===== src/hdl/ales_pkg.sv =====
// Constants, register map and types of the arithmetic and logic slice
package ales_pkg;
   // Byte offsets of the bus registers
   localparam logic [4:0] ADDR_CTRL  = 5'h00;
   localparam logic [4:0] ADDR_DST   = 5'h04;
   localparam logic [4:0] ADDR_SRC   = 5'h08;
   localparam logic [4:0] ADDR_IMM   = 5'h0c;
   localparam logic [4:0] ADDR_FLAGS = 5'h10;
   // Word index of each register (byte address bits 4:2)
   localparam logic [2:0] IDX_CTRL   = 3'h0;
   localparam logic [2:0] IDX_DST    = 3'h1;
   localparam logic [2:0] IDX_SRC    = 3'h2;
   localparam logic [2:0] IDX_IMM    = 3'h3;
   localparam logic [2:0] IDX_FLAGS  = 3'h4;
   // Field positions
   localparam int CTRL_OP_LSB = 0;
   localparam int CTRL_OP_W   = 4;
   localparam int CTRL_GO_BIT = 8;
   localparam int FLAG_C      = 0;
   localparam int FLAG_Z      = 1;
   localparam int FLAG_N      = 2;
   localparam int FLAG_V      = 3;
   localparam int FLAG_S      = 4;
   localparam int FLAG_H      = 5;
   localparam int FLAG_W      = 6;
   // Reset values
   localparam logic [15:0]       DST_RST   = 16'h0000;
   localparam logic [7:0]        SRC_RST   = 8'h00;
   localparam logic [7:0]        IMM_RST   = 8'h00;
   localparam logic [FLAG_W-1:0] FLAGS_RST = 6'h00;
   localparam logic [31:0]       RDATA_RST = 32'h0000_0000;

   typedef enum logic [3:0] {
      OP_SUM       = 4'h0,
      OP_CSUM      = 4'h1,
      OP_WSUM      = 4'h2,
      OP_DIFF      = 4'h3,
      OP_IDIFF     = 4'h4,
      OP_BDIFF     = 4'h5,
      OP_IBDIFF    = 4'h6,
      OP_WDIFF     = 4'h7,
      OP_AND       = 4'h8,
      OP_MASK      = 4'h9
   } ales_op_t;

   typedef enum logic [1:0] {
      S_IDLE  = 2'b00,
      S_EXEC1 = 2'b01,
      S_EXEC2 = 2'b10
   } ales_state_t;
endpackage : ales_pkg


===== src/hdl/ales_addsub_if.sv =====
// Operand and result bundle between the slice and its adder
`timescale 1ns/10ps
`default_nettype none
interface ales_addsub_if;
   logic [7:0] a;
   logic [7:0] b;
   logic       cin;
   logic       sub;
   logic [7:0] sum;
   logic       cout;
   logic       half;
   logic       ovf;
   modport alu  (input a, b, cin, sub, output sum, cout, half, ovf);
   modport user (output a, b, cin, sub, input sum, cout, half, ovf);
endinterface : ales_addsub_if
`default_nettype wire


===== src/hdl/ales_addsub.sv =====
// Eight-bit adder and subtractor with carry, half carry and overflow
`timescale 1ns/10ps
`default_nettype none
module ales_addsub (
   ales_addsub_if.alu p
);
   logic [7:0] bb;
   logic       ci;
   logic [8:0] s9;
   logic [4:0] s5;

   // Subtraction as a + ~b + ~borrow, so borrow is the inverted carry
   assign bb = p.sub ? ~p.b : p.b;
   assign ci = p.sub ? ~p.cin : p.cin;
   assign s9 = {1'b0, p.a} + {1'b0, bb} + {8'h00, ci};
   assign s5 = {1'b0, p.a[3:0]} + {1'b0, bb[3:0]} + {4'h0, ci};
   assign p.sum  = s9[7:0];
   assign p.cout = p.sub ? ~s9[8] : s9[8];
   assign p.half = p.sub ? ~s5[4] : s5[4];
   assign p.ovf  = ~(p.a[7] ^ bb[7]) & (p.a[7] ^ s9[7]);
endmodule : ales_addsub
`default_nettype wire


===== src/hdl/ales_top.sv =====
// Arithmetic and logic slice with its Avalon-MM register slave
//
// Design decisions made here: the Avalon-MM register port and the address map.
`timescale 1ns/10ps
`default_nettype none
module ales_top
(
   input  wire logic        clk,
   input  wire logic        rst_n,
   input  wire logic [4:0]  avs_address,
   input  wire logic        avs_read,
   input  wire logic        avs_write,
   input  wire logic [31:0] avs_writedata,
   input  wire logic [3:0]  avs_byteenable,
   output var  logic [31:0] avs_readdata,
   output var  logic        avs_waitrequest
);
   import ales_pkg::*;

   ales_state_t           st_reg,    st_next;
   ales_op_t              op_reg,    op_next;
   logic [15:0]           dst_reg,   dst_next;
   logic [7:0]            src_reg,   src_next;
   logic [7:0]            imm_reg,   imm_next;
   logic [FLAG_W-1:0]     flags_reg, flags_next;
   logic [7:0]            lo_reg,    lo_next;
   logic                  lc_reg,    lc_next;
   logic                  wait_reg,  wait_next;
   logic [31:0]           rdata_reg, rdata_next;

   logic [31:0]           wmask;
   logic [31:0]           rmux;
   logic [31:0]           m_dst;
   logic [31:0]           m_src;
   logic [31:0]           m_imm;
   logic [31:0]           m_flg;
   logic                  req;
   logic                  wr_acc;
   logic                  go_ok;
   logic                  op_ok;
   logic [2:0]            idx;
   logic [7:0]            and_res;
   logic                  use_imm;
   logic                  word_op;
   logic                  and_op;
   logic [7:0]            dst_lo;
   logic                  c_flag;

   ales_addsub_if au ();

   ales_addsub u_addsub (
      .p (au)
   );

   genvar gi;
   generate
      for (gi = 0; gi < 4; gi++) begin : g_lane
         assign wmask[8*gi +: 8] = {8{avs_byteenable[gi]}};
      end
   endgenerate

   function automatic logic [31:0] merge(input logic [31:0] old,
                                         input logic [31:0] wd,
                                         input logic [31:0] mk);
      merge = (old & ~mk) | (wd & mk);
   endfunction : merge

   assign idx     = avs_address[4:2];
   assign req     = avs_read | avs_write;
   // A request is taken at the edge where waitrequest is already low
   assign wr_acc  = avs_write & ~wait_reg;
   assign m_dst   = merge({16'h0000, dst_reg}, avs_writedata, wmask);
   assign m_src   = merge({24'h000000, src_reg}, avs_writedata, wmask);
   assign m_imm   = merge({24'h000000, imm_reg}, avs_writedata, wmask);
   assign m_flg   = merge({26'h0000000, flags_reg}, avs_writedata, wmask);
   assign dst_lo  = dst_reg[7:0];
   assign c_flag  = flags_reg[FLAG_C];

   always_comb begin
      case (ales_op_t'(avs_writedata[CTRL_OP_LSB +: CTRL_OP_W]))
         OP_SUM, OP_CSUM, OP_WSUM, OP_DIFF, OP_IDIFF,
         OP_BDIFF, OP_IBDIFF, OP_WDIFF, OP_AND, OP_MASK: op_ok = 1'b1;
         default: op_ok = 1'b0;
      endcase
   end

   // Undefined opcodes never start, so the engine cannot hang
   assign go_ok = wr_acc & (idx == IDX_CTRL) & avs_byteenable[1] &
                  avs_byteenable[0] & avs_writedata[CTRL_GO_BIT] & op_ok;

   always_comb begin
      case (idx)
         IDX_CTRL:  rmux = {28'h0000000, op_reg};
         IDX_DST:   rmux = {16'h0000, dst_reg};
         IDX_SRC:   rmux = {24'h000000, src_reg};
         IDX_IMM:   rmux = {24'h000000, imm_reg};
         IDX_FLAGS: rmux = {26'h0000000, flags_reg};
         default:   rmux = 32'h0000_0000;
      endcase
   end

   // Operand steering into the shared adder
   always_comb begin
      use_imm = 1'b0;
      word_op = 1'b0;
      and_op  = 1'b0;
      au.sub  = 1'b0;
      au.cin  = 1'b0;
      case (op_reg)
         OP_SUM:    au.sub = 1'b0;
         OP_CSUM:   au.cin = c_flag;
         OP_WSUM:   word_op = 1'b1;
         OP_DIFF:   au.sub = 1'b1;
         OP_IDIFF: begin
            au.sub  = 1'b1;
            use_imm = 1'b1;
         end
         OP_BDIFF: begin
            au.sub = 1'b1;
            au.cin = c_flag;
         end
         OP_IBDIFF: begin
            au.sub  = 1'b1;
            au.cin  = c_flag;
            use_imm = 1'b1;
         end
         OP_WDIFF: begin
            au.sub  = 1'b1;
            word_op = 1'b1;
         end
         OP_AND:    and_op = 1'b1;
         OP_MASK: begin
            and_op  = 1'b1;
            use_imm = 1'b1;
         end
         default:   and_op = 1'b0;
      endcase
      au.a = dst_lo;
      au.b = (use_imm | word_op) ? imm_reg : src_reg;
      // Second word step: high byte plus the low step's carry or borrow
      if (st_reg == S_EXEC2) begin
         au.a   = dst_reg[15:8];
         au.b   = 8'h00;
         au.cin = lc_reg;
      end
   end

   assign and_res = dst_lo & au.b;

   always_comb begin
      st_next    = st_reg;
      op_next    = op_reg;
      dst_next   = dst_reg;
      src_next   = src_reg;
      imm_next   = imm_reg;
      flags_next = flags_reg;
      lo_next    = lo_reg;
      lc_next    = lc_reg;
      wait_next  = 1'b1;
      rdata_next = rdata_reg;
      // Registers stall behind waitrequest while an operation runs
      if (req && wait_reg && st_reg == S_IDLE) begin
         wait_next  = 1'b0;
         rdata_next = rmux;
      end
      if (wr_acc) begin
         case (idx)
            IDX_DST:   dst_next   = m_dst[15:0];
            IDX_SRC:   src_next   = m_src[7:0];
            IDX_IMM:   imm_next   = m_imm[7:0];
            IDX_FLAGS: flags_next = m_flg[FLAG_W-1:0];
            default:   dst_next   = dst_reg;
         endcase
      end
      if (go_ok) begin
         op_next = ales_op_t'(avs_writedata[CTRL_OP_LSB +: CTRL_OP_W]);
         st_next = S_EXEC1;
      end
      case (st_reg)
         S_IDLE: st_next = st_next;
         S_EXEC1: begin
            if (word_op) begin
               lo_next = au.sum;
               lc_next = au.cout;
               st_next = S_EXEC2;
            end else if (and_op) begin
               dst_next[7:0]      = and_res;
               flags_next[FLAG_Z] = (and_res == 8'h00);
               flags_next[FLAG_N] = and_res[7];
               flags_next[FLAG_V] = 1'b0;
               st_next            = S_IDLE;
            end else begin
               dst_next[7:0]      = au.sum;
               flags_next[FLAG_Z] = (au.sum == 8'h00);
               flags_next[FLAG_C] = au.cout;
               flags_next[FLAG_N] = au.sum[7];
               flags_next[FLAG_V] = au.ovf;
               flags_next[FLAG_H] = au.half;
               st_next            = S_IDLE;
            end
         end
         S_EXEC2: begin
            // high byte step and word flags
            dst_next           = {au.sum, lo_reg};
            flags_next[FLAG_Z] = ({au.sum, lo_reg} == 16'h0000);
            flags_next[FLAG_C] = au.cout;
            flags_next[FLAG_N] = au.sum[7];
            flags_next[FLAG_V] = au.ovf;
            flags_next[FLAG_S] = au.sum[7] ^ au.ovf;
            st_next            = S_IDLE;
         end
         default: st_next = S_IDLE;
      endcase
   end

   always_ff @(posedge clk) begin
      if (!rst_n) begin
         st_reg    <= S_IDLE;
         op_reg    <= OP_SUM;
         dst_reg   <= DST_RST;
         src_reg   <= SRC_RST;
         imm_reg   <= IMM_RST;
         flags_reg <= FLAGS_RST;
         lo_reg    <= 8'h00;
         lc_reg    <= 1'b0;
         wait_reg  <= 1'b1;
         rdata_reg <= RDATA_RST;
      end else begin
         st_reg    <= st_next;
         op_reg    <= op_next;
         dst_reg   <= dst_next;
         src_reg   <= src_next;
         imm_reg   <= imm_next;
         flags_reg <= flags_next;
         lo_reg    <= lo_next;
         lc_reg    <= lc_next;
         wait_reg  <= wait_next;
         rdata_reg <= rdata_next;
      end
   end

   assign avs_readdata    = rdata_reg;
   assign avs_waitrequest = wait_reg;
endmodule : ales_top
`default_nettype wire


===== config.mk =====
export PLATFORM = sky130hd
export DESIGN_NAME = ales_top
export DESIGN_NICKNAME = d
export VERILOG_FILES = /design/src/hdl/ales_pkg.sv /design/src/hdl/ales_addsub_if.sv /design/src/hdl/ales_addsub.sv /design/src/hdl/ales_top.sv
export SDC_FILE = /design/constraint.sdc
export NUM_CORES = 1
export LEC_CHECK = 0
export BUFFER_PORTS_ARGS = -buffer_cell sky130_fd_sc_hd__buf_4
export CAP_MARGIN = 20
export CORE_UTILIZATION = 61
export CTS_CLUSTER_DIAMETER = 200
export DETAILED_ROUTE_END_ITERATION = 10
export PLACE_DENSITY = 0.86
export SYNTH_ARGS = -nofsm -noshare
export SYNTH_HDL_FRONTEND = slang
export SYNTH_SLANG_ARGS = --single-unit

===== constraint.sdc =====
create_clock -name clk -period 8.1 [get_ports clk]
set_input_delay 0.81 -clock clk [delete_from_list [all_inputs] [get_ports clk]]
set_output_delay 0.81 -clock clk [all_outputs]
set_load 0.01 [all_outputs]

## Yosys cells after proc, flatten, opt, wreduce, memory -nomap -nowiden

Memory sizes are Yosys's and may differ from the RTL's.
Index checks and enable logic that the tools add are counted.
W data, S select, Z words.

- Memory bits (read-only): 16
- Logic and storage cells: 116
- Memories kept: 1
- Register bits: 86

Memories:

| name | depth | bits a word | read ports | clocked after memory_dff | write ports | line | RTL |
|---|---|---|---|---|---|---|---|
| (no name shown) | 16 | 1 | 1 | 0 | 0 | ales_top.sv:80 | `case (ales_op_t'(avs_writedata[CTRL_OP_LSB +: CTRL_OP_W]))` |

- Equal/unequal tests: 16
- $add $sub $neg: 4
- Bitwise gates (word level): 29
- Muxes and demuxes: 34
- Reductions and logical operators: 20

Operator list:

| cell | count |
|---|---|
| $pmux W16 S5 | 1 |
| $mux W8 | 7 |
| $and A16 B16 Y16 | 2 |
| $mux W16 | 2 |
| $and A8 B8 Y8 | 3 |
| $eq A4 B3 Y1 const B | 4 |
| $logic_not A16 Y1 | 1 |
| $logic_not A8 Y1 | 2 |
| $not A16 Y16 | 1 |
| $or A16 B16 Y16 | 1 |
| $or A8 B8 Y8 | 2 |
| $pmux W8 S2 | 1 |
| $mux W1 | 15 |
| $mux W6 | 2 |
| $reduce_and A2 Y1 | 5 |
| $add A8 B8 Y9 | 1 |
| $add A9 B1 Y9 | 1 |
| $eq A4 B2 Y1 const B | 2 |
| $eq A4 B4 Y1 const B | 2 |
| $not A8 Y8 | 1 |
| $pmux W4 S2 | 1 |
| $and A1 B1 Y1 | 7 |
| $and A6 B6 Y6 | 1 |
| $eq A3 B2 Y1 const B | 2 |
| 23 further kinds | 36 |

## Longest topological paths before layout

Gate-level depths: netlist (run 1).

- Word-level depth: 15
- Gate-level depth with buffers: 16
- Mapped depth without buffers: 15

## Cells and area by module

A second synthesis (run 1) with hierarchy kept.

- Cells, all modules: 529
- Area total of the unflattened synthesis: 4,598.2 sq um

By module, submodules not included:

| module | times used | cells an instance | area an instance (sq um) |
|---|---|---|---|
| ales_top | 1 | 479 | 4,174.0 |
| ales_addsub | 1 | 50 | 424.2 |

## Least setup slack after synthesis (run 1)

No wires, ideal clock.

- Path type: reg2reg
- Start point: register op_reg[1]
- End point: register flags_reg[1]
- Stages on the path, launching flop included: 17
- Slack: 4,409 ps
- Arrival time: 3,603 ps
- Cell sequence: dfxtp_1 buf_6 nor3b_4 a2bb2oi_4 mux2i_1 nor2_1 xnor2_1 fa_1 inv_1 fa_1 a211oi_1 o21bai_1 a211oi_1 a21oi_1 nor4b_2 nand4_1 a311oi_2

- Cells in the longest elaborated chain, start to end: 14

Ends and longest elaborated chain:

| what | line | RTL |
|---|---|---|
| start, declared | ales_top.sv:21 | `ales_op_t op_reg, op_next;` |
| start signal, assigned | ales_top.sv:230 | `op_reg <= op_next;` |
| $eq A4 B3 Y1 (tied with other cells) | ales_top.sv:109 | `case (op_reg)` |
| $reduce_or A3 Y1 (no source line) / $reduce_or A2 Y1 (equally long branches) | - |  |
| $mux W1 | ales_top.sv:109 |  |
| $or A1 B1 Y1 | ales_top.sv:139 | `au.b = (use_imm \| word_op) ? imm_reg : src_reg;` |
| $mux W8 | ales_top.sv:139 |  |
| $mux W8 | ales_top.sv:141 | `if (st_reg == S_EXEC2) begin` |
| $not A8 Y8 | ales_addsub.sv:13 | `assign bb = p.sub ? ~p.b : p.b;` |
| $mux W8 | ales_addsub.sv:13 |  |
| $add A8 B8 Y9 | ales_addsub.sv:15 | `assign s9 = {1'b0, p.a} + {1'b0, bb} + {8'h00, ci};` |
| $add A9 B1 Y9 | ales_addsub.sv:15 |  |
| $logic_not A8 Y1 | ales_top.sv:194 | `flags_next[FLAG_Z] = (au.sum == 8'h00);` |
| $mux W3 | ales_top.sv:186 | `end else if (and_op) begin` |
| $mux W4 | ales_top.sv:182 | `if (word_op) begin` |
| $pmux W4 S2 * | ales_top.sv:179 | `case (st_reg)` |
| end signal, assigned | ales_top.sv:234 | `flags_reg <= flags_next;` |
| end, declared | ales_top.sv:25 | `logic [FLAG_W-1:0] flags_reg, flags_next;` |

Mark *: on every way between the ends. The rest lies on a longest branch, timed or not.
A chain may end at the register's enable or synchronous reset.

## Worst setup path after layout (run 1)

- Start point: register op_reg[3]
- End point: register flags_reg[1]

Same word-level chain as after synthesis.

==> flow_metrics.env, run 1 <==
export IMPL_muxShareOfSynthArea_pct=13.8
export IMPL_yosysSeqAreaShare_pct=31.2
export IMPL_synth_compound_area_share_pct=23.2
export IMPL_cts_sinks=70
export IMPL_met1_usage_pct=42.1
export IMPL_p_seq_share_pct=51.5
export IMPL_n_antenna_cell=0
export IMPL_place_ws_ps=3640
export IMPL_startpoint_type="flop"
export IMPL_wirelength_mm=12.3
export IMPL_rows=30
export IMPL_cp_arrival_ps=4840
export IMPL_max_cap_viol_count=0
export IMPL_yosys_warnings=0
export IMPL_hold_path_class="reg -> reg"
export IMPL_synth_xor_area_share_pct=3.32
export IMPL_post_cts_resized=0
export IMPL_rsz0062_at_grt="false"
export IMPL_worst_pin_slew_ps=850
export IMPL_fin_setup_tns_ps=0
export IMPL_htree_levels=3
export IMPL_worst_slack_ps=3530
export IMPL_synth_edf_count=0
export IMPL_post_route_drc_count=0
export IMPL_drt_iter0_drc=595
export IMPL_power_w=0.000675
export IMPL_place_hpwl_mm=8.75
export IMPL_worstSetupEndpointType="flop"
export IMPL_syn_area_sq_um=4490
export IMPL_startpoint="op_reg[3]$_SDFFE_PN0P_"
export IMPL_root_buffer="clkbuf_8"
export IMPL_hold_worst_slack_ps=473
export IMPL_final_net_count=607
export IMPL_yosys_cell_types_count=64
export IMPL_min_to="lc_reg$_SDFFE_PN0P_"
export IMPL_synth_top_family_by_area="compound AO/OA/AOI/OAI gates"
export IMPL_p_per_area_nw_per_um2=137
export IMPL_place_area_sq_um=4740
export IMPL_cp_max_fo=18
export IMPL_design_area_sq_um=4940
export IMPL_grt_busiest_layer="met2"
export IMPL_clk_pin_slew_ps=80
export IMPL_synthCells=527
export IMPL_skew_ps=11.6
export IMPL_min_from="lc_reg$_SDFFE_PN0P_"
export IMPL_slew_headroom_pct=42.9
export IMPL_r2r_slack_ps=3530
export IMPL_vias_per_cell=6.41
export IMPL_clk_latency_ps=350
export IMPL_syn_area_per_cell_sq_um=8.52
export IMPL_tritoncts="built"
export IMPL_vdd_ir_drop_max_mv=0.0823
export IMPL_drive_above_1_share_pct=16.2
export IMPL_area_delta_synth_final_pct=10.0
export IMPL_synthAdderAreaFrac_pct=3.68
export IMPL_p_int_w=0.000503
export IMPL_grt_pass1_vias=3889
export IMPL_num_vias=4166
export IMPL_power_switching_w=0.000172
export IMPL_die_area_sq_um=7710
export IMPL_path_class="reg -> reg"
export IMPL_numCtsBuffers=9
export IMPL_antenna_found_initial=0
export IMPL_start_util_pct=64.6
export IMPL_finalCriticalPeriod_ps=4570
export IMPL_finalSetupViolCount=0
export IMPL_reg2reg_to="flags_reg[1]$_SDFF_PN0_"
export IMPL_die_h_um=87.8
export IMPL_cts_max_path_buffers=2
export IMPL_crit_required_ps=8360
export IMPL_wire_per_inst_um=18.9
export IMPL_timing_rr_start="op_reg[3]$_SDFFE_PN0P_"
export IMPL_ant_nets=0
export IMPL_synth_simple_gate_area_share_pct=18.1
export IMPL_core_area_sq_um=6940
export IMPL_synthArstFlopShare_pct=0
export IMPL_place_congestion=0.964
export IMPL_met2_usage_pct=51.7
export IMPL_groute_usage_overall_pct=32.9
export IMPL_ctsHoldBuffers=0
export IMPL_die_w_um=87.8
export IMPL_grt_use_met3_pct=6.69
export IMPL_ff2ff_path_depth=15
export IMPL_grt_overflow_total=0
export IMPL_grt_pass1_wl_mm=19.3
export IMPL_port_buffers=41
export IMPL_status="finished clean"
export IMPL_hold_viol_final=0
export IMPL_grt_max_degree=60
export IMPL_p_sw_share_pct=25.4
export IMPL_first_pass_iters=5
export IMPL_p_clk_share_pct=41.3
export IMPL_slew_viol_final=0
export IMPL_synthFlopType="dfxtp_1"
export IMPL_ys_seq_elements=70
export IMPL_ios=78
export IMPL_fmax_mhz=219
export IMPL_min_period_over_period_pct=56.4
export IMPL_power_leakage_nw=2.05
export IMPL_hold_path_depth=2
export IMPL_postCtsSetupBuffers=0
export IMPL_p_comb_share_pct=7.2
worst max-delay path: stages, from the launching register on:
cell and delay [ps]:
dfxtp_1 790, a21oi_1 160, a2bb2oi_4 340, mux2i_1 310
nor2_1 80, xnor2_1 210, fa_1 240, inv_1 60
fa_1 400, a211oi_1 420, nor2_1 160, xnor2_1 370
nand4_1 180, nor4b_2 310, nand4_1 160, a311oi_2 280
logic make-up after synthesis:
kind of cell	after synthesis
simple gates	173
mux	60
buf+inv	58
other cells	1
compound gates	136
fa+ha+maj	12
flops	70
xor+xnor	17
cell usage in the layout (no fill, tap or decap), types with 3 or more instances in the layout:
master / synthesis / routed
xor2_1: 7 / 7
a22oi_1: 18 / 18
nor3_1: 7 / 7
clkbuf_8: 0 / 9
o211ai_1: 9 / 9
nand3_1: 8 / 8
a22o_1: 15 / 15
buf_4: 17 / 46
nand2b_1: 3 / 3
o21ai_0: 6 / 6
conb_1: 1 / 16
inv_1: 8 / 7
a21oi_1: 23 / 23
nor2_1: 63 / 63
a211oi_1: 20 / 20
xnor2_1: 10 / 10
a221oi_1: 6 / 6
o21a_1: 3 / 3
a221oi_2: 4 / 4
and3_1: 4 / 4
or2_2: 4 / 4
mux2i_1: 47 / 47
dfxtp_1: 70 / 70
a21o_1: 3 / 3
nand4_1: 4 / 4
o22ai_1: 4 / 4
o21ai_1: 5 / 5
nand2_1: 53 / 53
mux2_2: 12 / 12
ha_1: 10 / 10
nor2b_1: 14 / 14
cells in the mapped netlist (all sizes together) (3+ instances only):
cell     n  share of area (%)
dfxtp   70                 31
nor2    63                5.3
nand2   54                4.6
mux2i   47                 10
buf     26                3.9
a21oi   23                2.6
clkbuf  23                1.9
a211oi  20                3.3
a22oi   18                3.0
a22o    15                2.9
nor2b   14                2.0
mux2    13                3.3
o21ai   11                1.2
a221oi  10                2.5
ha      10                2.8
xnor2   10                2.0
o211ai   9                1.5
inv      8               0.67
nand3    8               0.89
nor3     8                1.0
xor2     7                1.4
and3     5               0.81
nand4    4               0.56
o22ai    4               0.56
or2      4               0.56
a21o     3               0.50
a311oi   3               0.72
nand2b   3               0.42
nor3b    3               0.75
o21a     3               0.50
layer usage:
metal / vias up / wire (um)
met4: 0 / 544
met2: 266 / 5580
met5: - / 0
li1: 1937 / -
met1: 1911 / 5050
met3: 52 / 1130
per-stage QoR:
stage          cells  util (%)
2_1_floorplan    542         -
3_3_place_gp     634      68.3
3_5_place_dp     634      68.3
4_1_cts          649      71.0
5_1_grt          650      71.1
6_report         650      71.1
power by group through the flow:
stage,combinational [W],sequential [W],clock (W)
2_1_floorplan,0.0000324,0.000355,0
3_3_place_gp,0.0000468,0.000355,0
3_5_place_dp,0.0000475,0.000355,0
4_1_cts,0.0000476,0.000347,0.000281
5_1_grt,0.0000526,0.000348,0.000295
6_report,0.0000487,0.000348,0.000279
worst max-delay path by stage:
| stage | end | slack (ps) | cells after the start |
|---|---|---|---|
| floorplan | flags_reg[1]$_SDFF_PN0_ | 4410 | 16 |
| global placement | flags_reg[1]$_SDFF_PN0_ | 3730 | 13 |
| detailed placement | flags_reg[1]$_SDFF_PN0_ | 3640 | 13 |
| CTS | flags_reg[1]$_SDFF_PN0_ | 3580 | 13 |
| global route | flags_reg[1]$_SDFF_PN0_ | 3400 | 15 |
| finish | flags_reg[1]$_SDFF_PN0_ | 3530 | 15 |
area by class of cell:
type	instances	area, sq um
multi-input cells	414	2850
fillers	556	2010
flip-flops and latches	70	1400
repair buffers	46	345
clock buffers	9	124
well taps	96	120
clock inverters	6	63.8
inverters	9	33.8
No activity file was read; power rests on OpenSTA's default activity.
==> inputs of run 2 (changes only) <==
- CORE_UTILIZATION: 61 -> 51
- PLACE_DENSITY: 0.86 -> 0.77
- clock period: 8.1 -> 4 ns (I/O delays scaled with it)
==> run 2 against run 1 <==
Clock skew down 4.3 ps. Critical endpoint unchanged. Combinational power up 110%. Cell count up 4.2%. Register-to-register slack worse by 3300 ps. Maximum frequency up 21%. Sequential power up 100%. Flip-flop and latch count unchanged. Total power up 100%. Core utilization down 9.9 points. Via count up 1.5%.
==> flow_metrics.env, run 2 (synthesis gave the netlist of run 1 again) <==
export IMPL_antenna_found_initial=0
export IMPL_place_congestion=0.953
export IMPL_top_layer="met4"
export IMPL_drt_iter0_drc=312
export IMPL_worst_pin_slew_ps=949
export IMPL_ff2ff_path_depth=14
export IMPL_hold_path_class="in -> reg"
export IMPL_skew_ps=7.30
export IMPL_start_util_pct=53.6
export IMPL_power_w=0.00138
export IMPL_post_route_drc_count=0
export IMPL_final_net_count=625
export IMPL_groute_usage_overall_pct=29.1
export IMPL_timing_rr_start="op_reg[1]$_SDFFE_PN0P_"
export IMPL_die_area_sq_um=9180
export IMPL_core_area_sq_um=8380
export IMPL_vdd_ir_drop_max_mv=0.123
export IMPL_power_leakage_nw=2.16
export IMPL_final_util_pct=61.2
export IMPL_most_common_layout_cells="67 x dfxtp_1, 64 x buf_4, 62 x nor2_1"
export IMPL_port_buffers=41
export IMPL_ant_nets=0
export IMPL_final_common_cell="dfxtp_1"
export IMPL_reg2reg_to="flags_reg[1]$_SDFF_PN0_"
export IMPL_dr_wl_met3_mm=1.01
export IMPL_num_vias=4229
export IMPL_tritoncts="built"
export IMPL_root_buffer="clkbuf_8"
export IMPL_vias_per_cell=6.25
export IMPL_n_antenna_cell=0
export IMPL_htree_levels=3
export IMPL_rows=33
export IMPL_ios=78
export IMPL_first_pass_iters=5
export IMPL_status="finished clean"
export IMPL_grt_overflow_total=0
export IMPL_cp_max_fo=8
export IMPL_wirelength_mm=12.9
export IMPL_cp_arrival_ps=4050
export IMPL_place_hpwl_mm=9.35
export IMPL_fillCellCount=717
export IMPL_cts_max_path_buffers=2
export IMPL_min_period_over_period_pct=94.6
export IMPL_wl_met2_mm=6.09
export IMPL_grt_pass1_wl_mm=20.0
export IMPL_area_delta_synth_final_pct=14.3
export IMPL_clk_latency_ps=350
export IMPL_numCtsBuffers=9
export IMPL_worstSetupEndpointType="flop"
export IMPL_r2r_slack_ps=220
export IMPL_die_h_um=95.8
export IMPL_finalSetupViolCount=0
export IMPL_min_from="avs_writedata[7]"
export IMPL_max_cap_viol_count=0
export IMPL_wire_per_inst_um=19.0
export IMPL_p_per_area_nw_per_um2=269
export IMPL_startpoint_type="flop"
export IMPL_hold_viol_final=0
export IMPL_clk_pin_slew_ps=80
export IMPL_wl_met1_mm=5.50
export IMPL_drive_above_1_share_pct=20.5
export IMPL_path_class="reg -> reg"
export IMPL_hold_path_depth=3
export IMPL_fmax_mhz=264
export IMPL_slew_headroom_pct=36.3
export IMPL_fin_setup_tns_ps=0
export IMPL_cts_sinks=70
export IMPL_finalCriticalPeriod_ps=3780
export IMPL_slew_viol_final=0
export IMPL_grt_pass1_vias=3891
export IMPL_crit_required_ps=4270
export IMPL_grt_max_degree=59
export IMPL_die_w_um=95.8
==> run 2: how the worst max path moves through the flow <==
| stage | end | cells past startpoint | start | slack [ps] |
|---|---|---|---|---|
| 4_1_cts | flags_reg[1]$_SDFF_PN0_ | 15 | op_reg[0]$_SDFFE_PN0P_ | 80 |
| 5_1_grt | flags_reg[1]$_SDFF_PN0_ | 15 | op_reg[0]$_SDFFE_PN0P_ | -4 |
| 2_1_floorplan | flags_reg[1]$_SDFF_PN0_ | 16 | op_reg[1]$_SDFFE_PN0P_ | 310 |
| 3_5_place_dp | flags_reg[1]$_SDFF_PN0_ | 15 | op_reg[0]$_SDFFE_PN0P_ | 20 |
| 3_3_place_gp | flags_reg[1]$_SDFF_PN0_ | 15 | op_reg[0]$_SDFFE_PN0P_ | 110 |
| 6_report | flags_reg[1]$_SDFF_PN0_ | 14 | op_reg[1]$_SDFFE_PN0P_ | 220 |
==> run 2: critical path, cell delays in order (launching register included) <==
cell,delay [ps]
dfxtp_2,460
buf_4,170
nand2_1,110
nand2_2,130
mux2_4,310
o211ai_1,250
xnor2_1,170
ha_1,330
o21a_1,220
o21a_1,170
o2bb2ai_1,380
xnor2_2,210
nor4b_2,360
nand4_1,140
a311oi_2,280
==> run 2: power breakdown <==
| part | internal (W) | switching, W |
|---|---|---|
| logic | 0.0000376 | 0.0000638 |
| clock network | 0.000300 | 0.000278 |
| registers | 0.000699 | 0.00000351 |
==> run 2: cell type report <==
class / instances / area [sq um] / share of cell area (%)
multi-input combinational: 414 / 2890 / 56.3
tap: 105 / 131 / 2.56
inverter: 9 / 33.8 / 0.658
sequential: 70 / 1410 / 27.4
clock buffer: 11 / 141 / 2.76
clock inverter: 4 / 47.5 / 0.927
timing repair buffer: 64 / 480 / 9.36
==> run 2: routing by layer <==
metal / track usage (%) / vias up
met2: 48.3 / 200
met3: 6.56 / 27
met5: 0 / -
met1: 37.4 / 2023
met4: 8.96 / 0
li1: - / 1979
==> run 2: repair_timing <==
action	CTS	global route
setup buffers	0	2
endpoints found under the setup margin	1	5
hold buffers	0	0
pin swaps	0	3
gates resized for setup	1	11
==> run 2: metrics by stage <==
stage / cell area [sq um] / worst slack, ps / hold slack (ps) / cells
detailed placement: 4880 / 22.8 / 464 / 660
floorplan: 4550 / 309 / 437 / 542
global route: 5130 / -4.29 / 319 / 677
finish: 5130 / 217 / 307 / 677
CTS: 5080 / 79.2 / 303 / 675
global placement: 4880 / 113 / 448 / 660
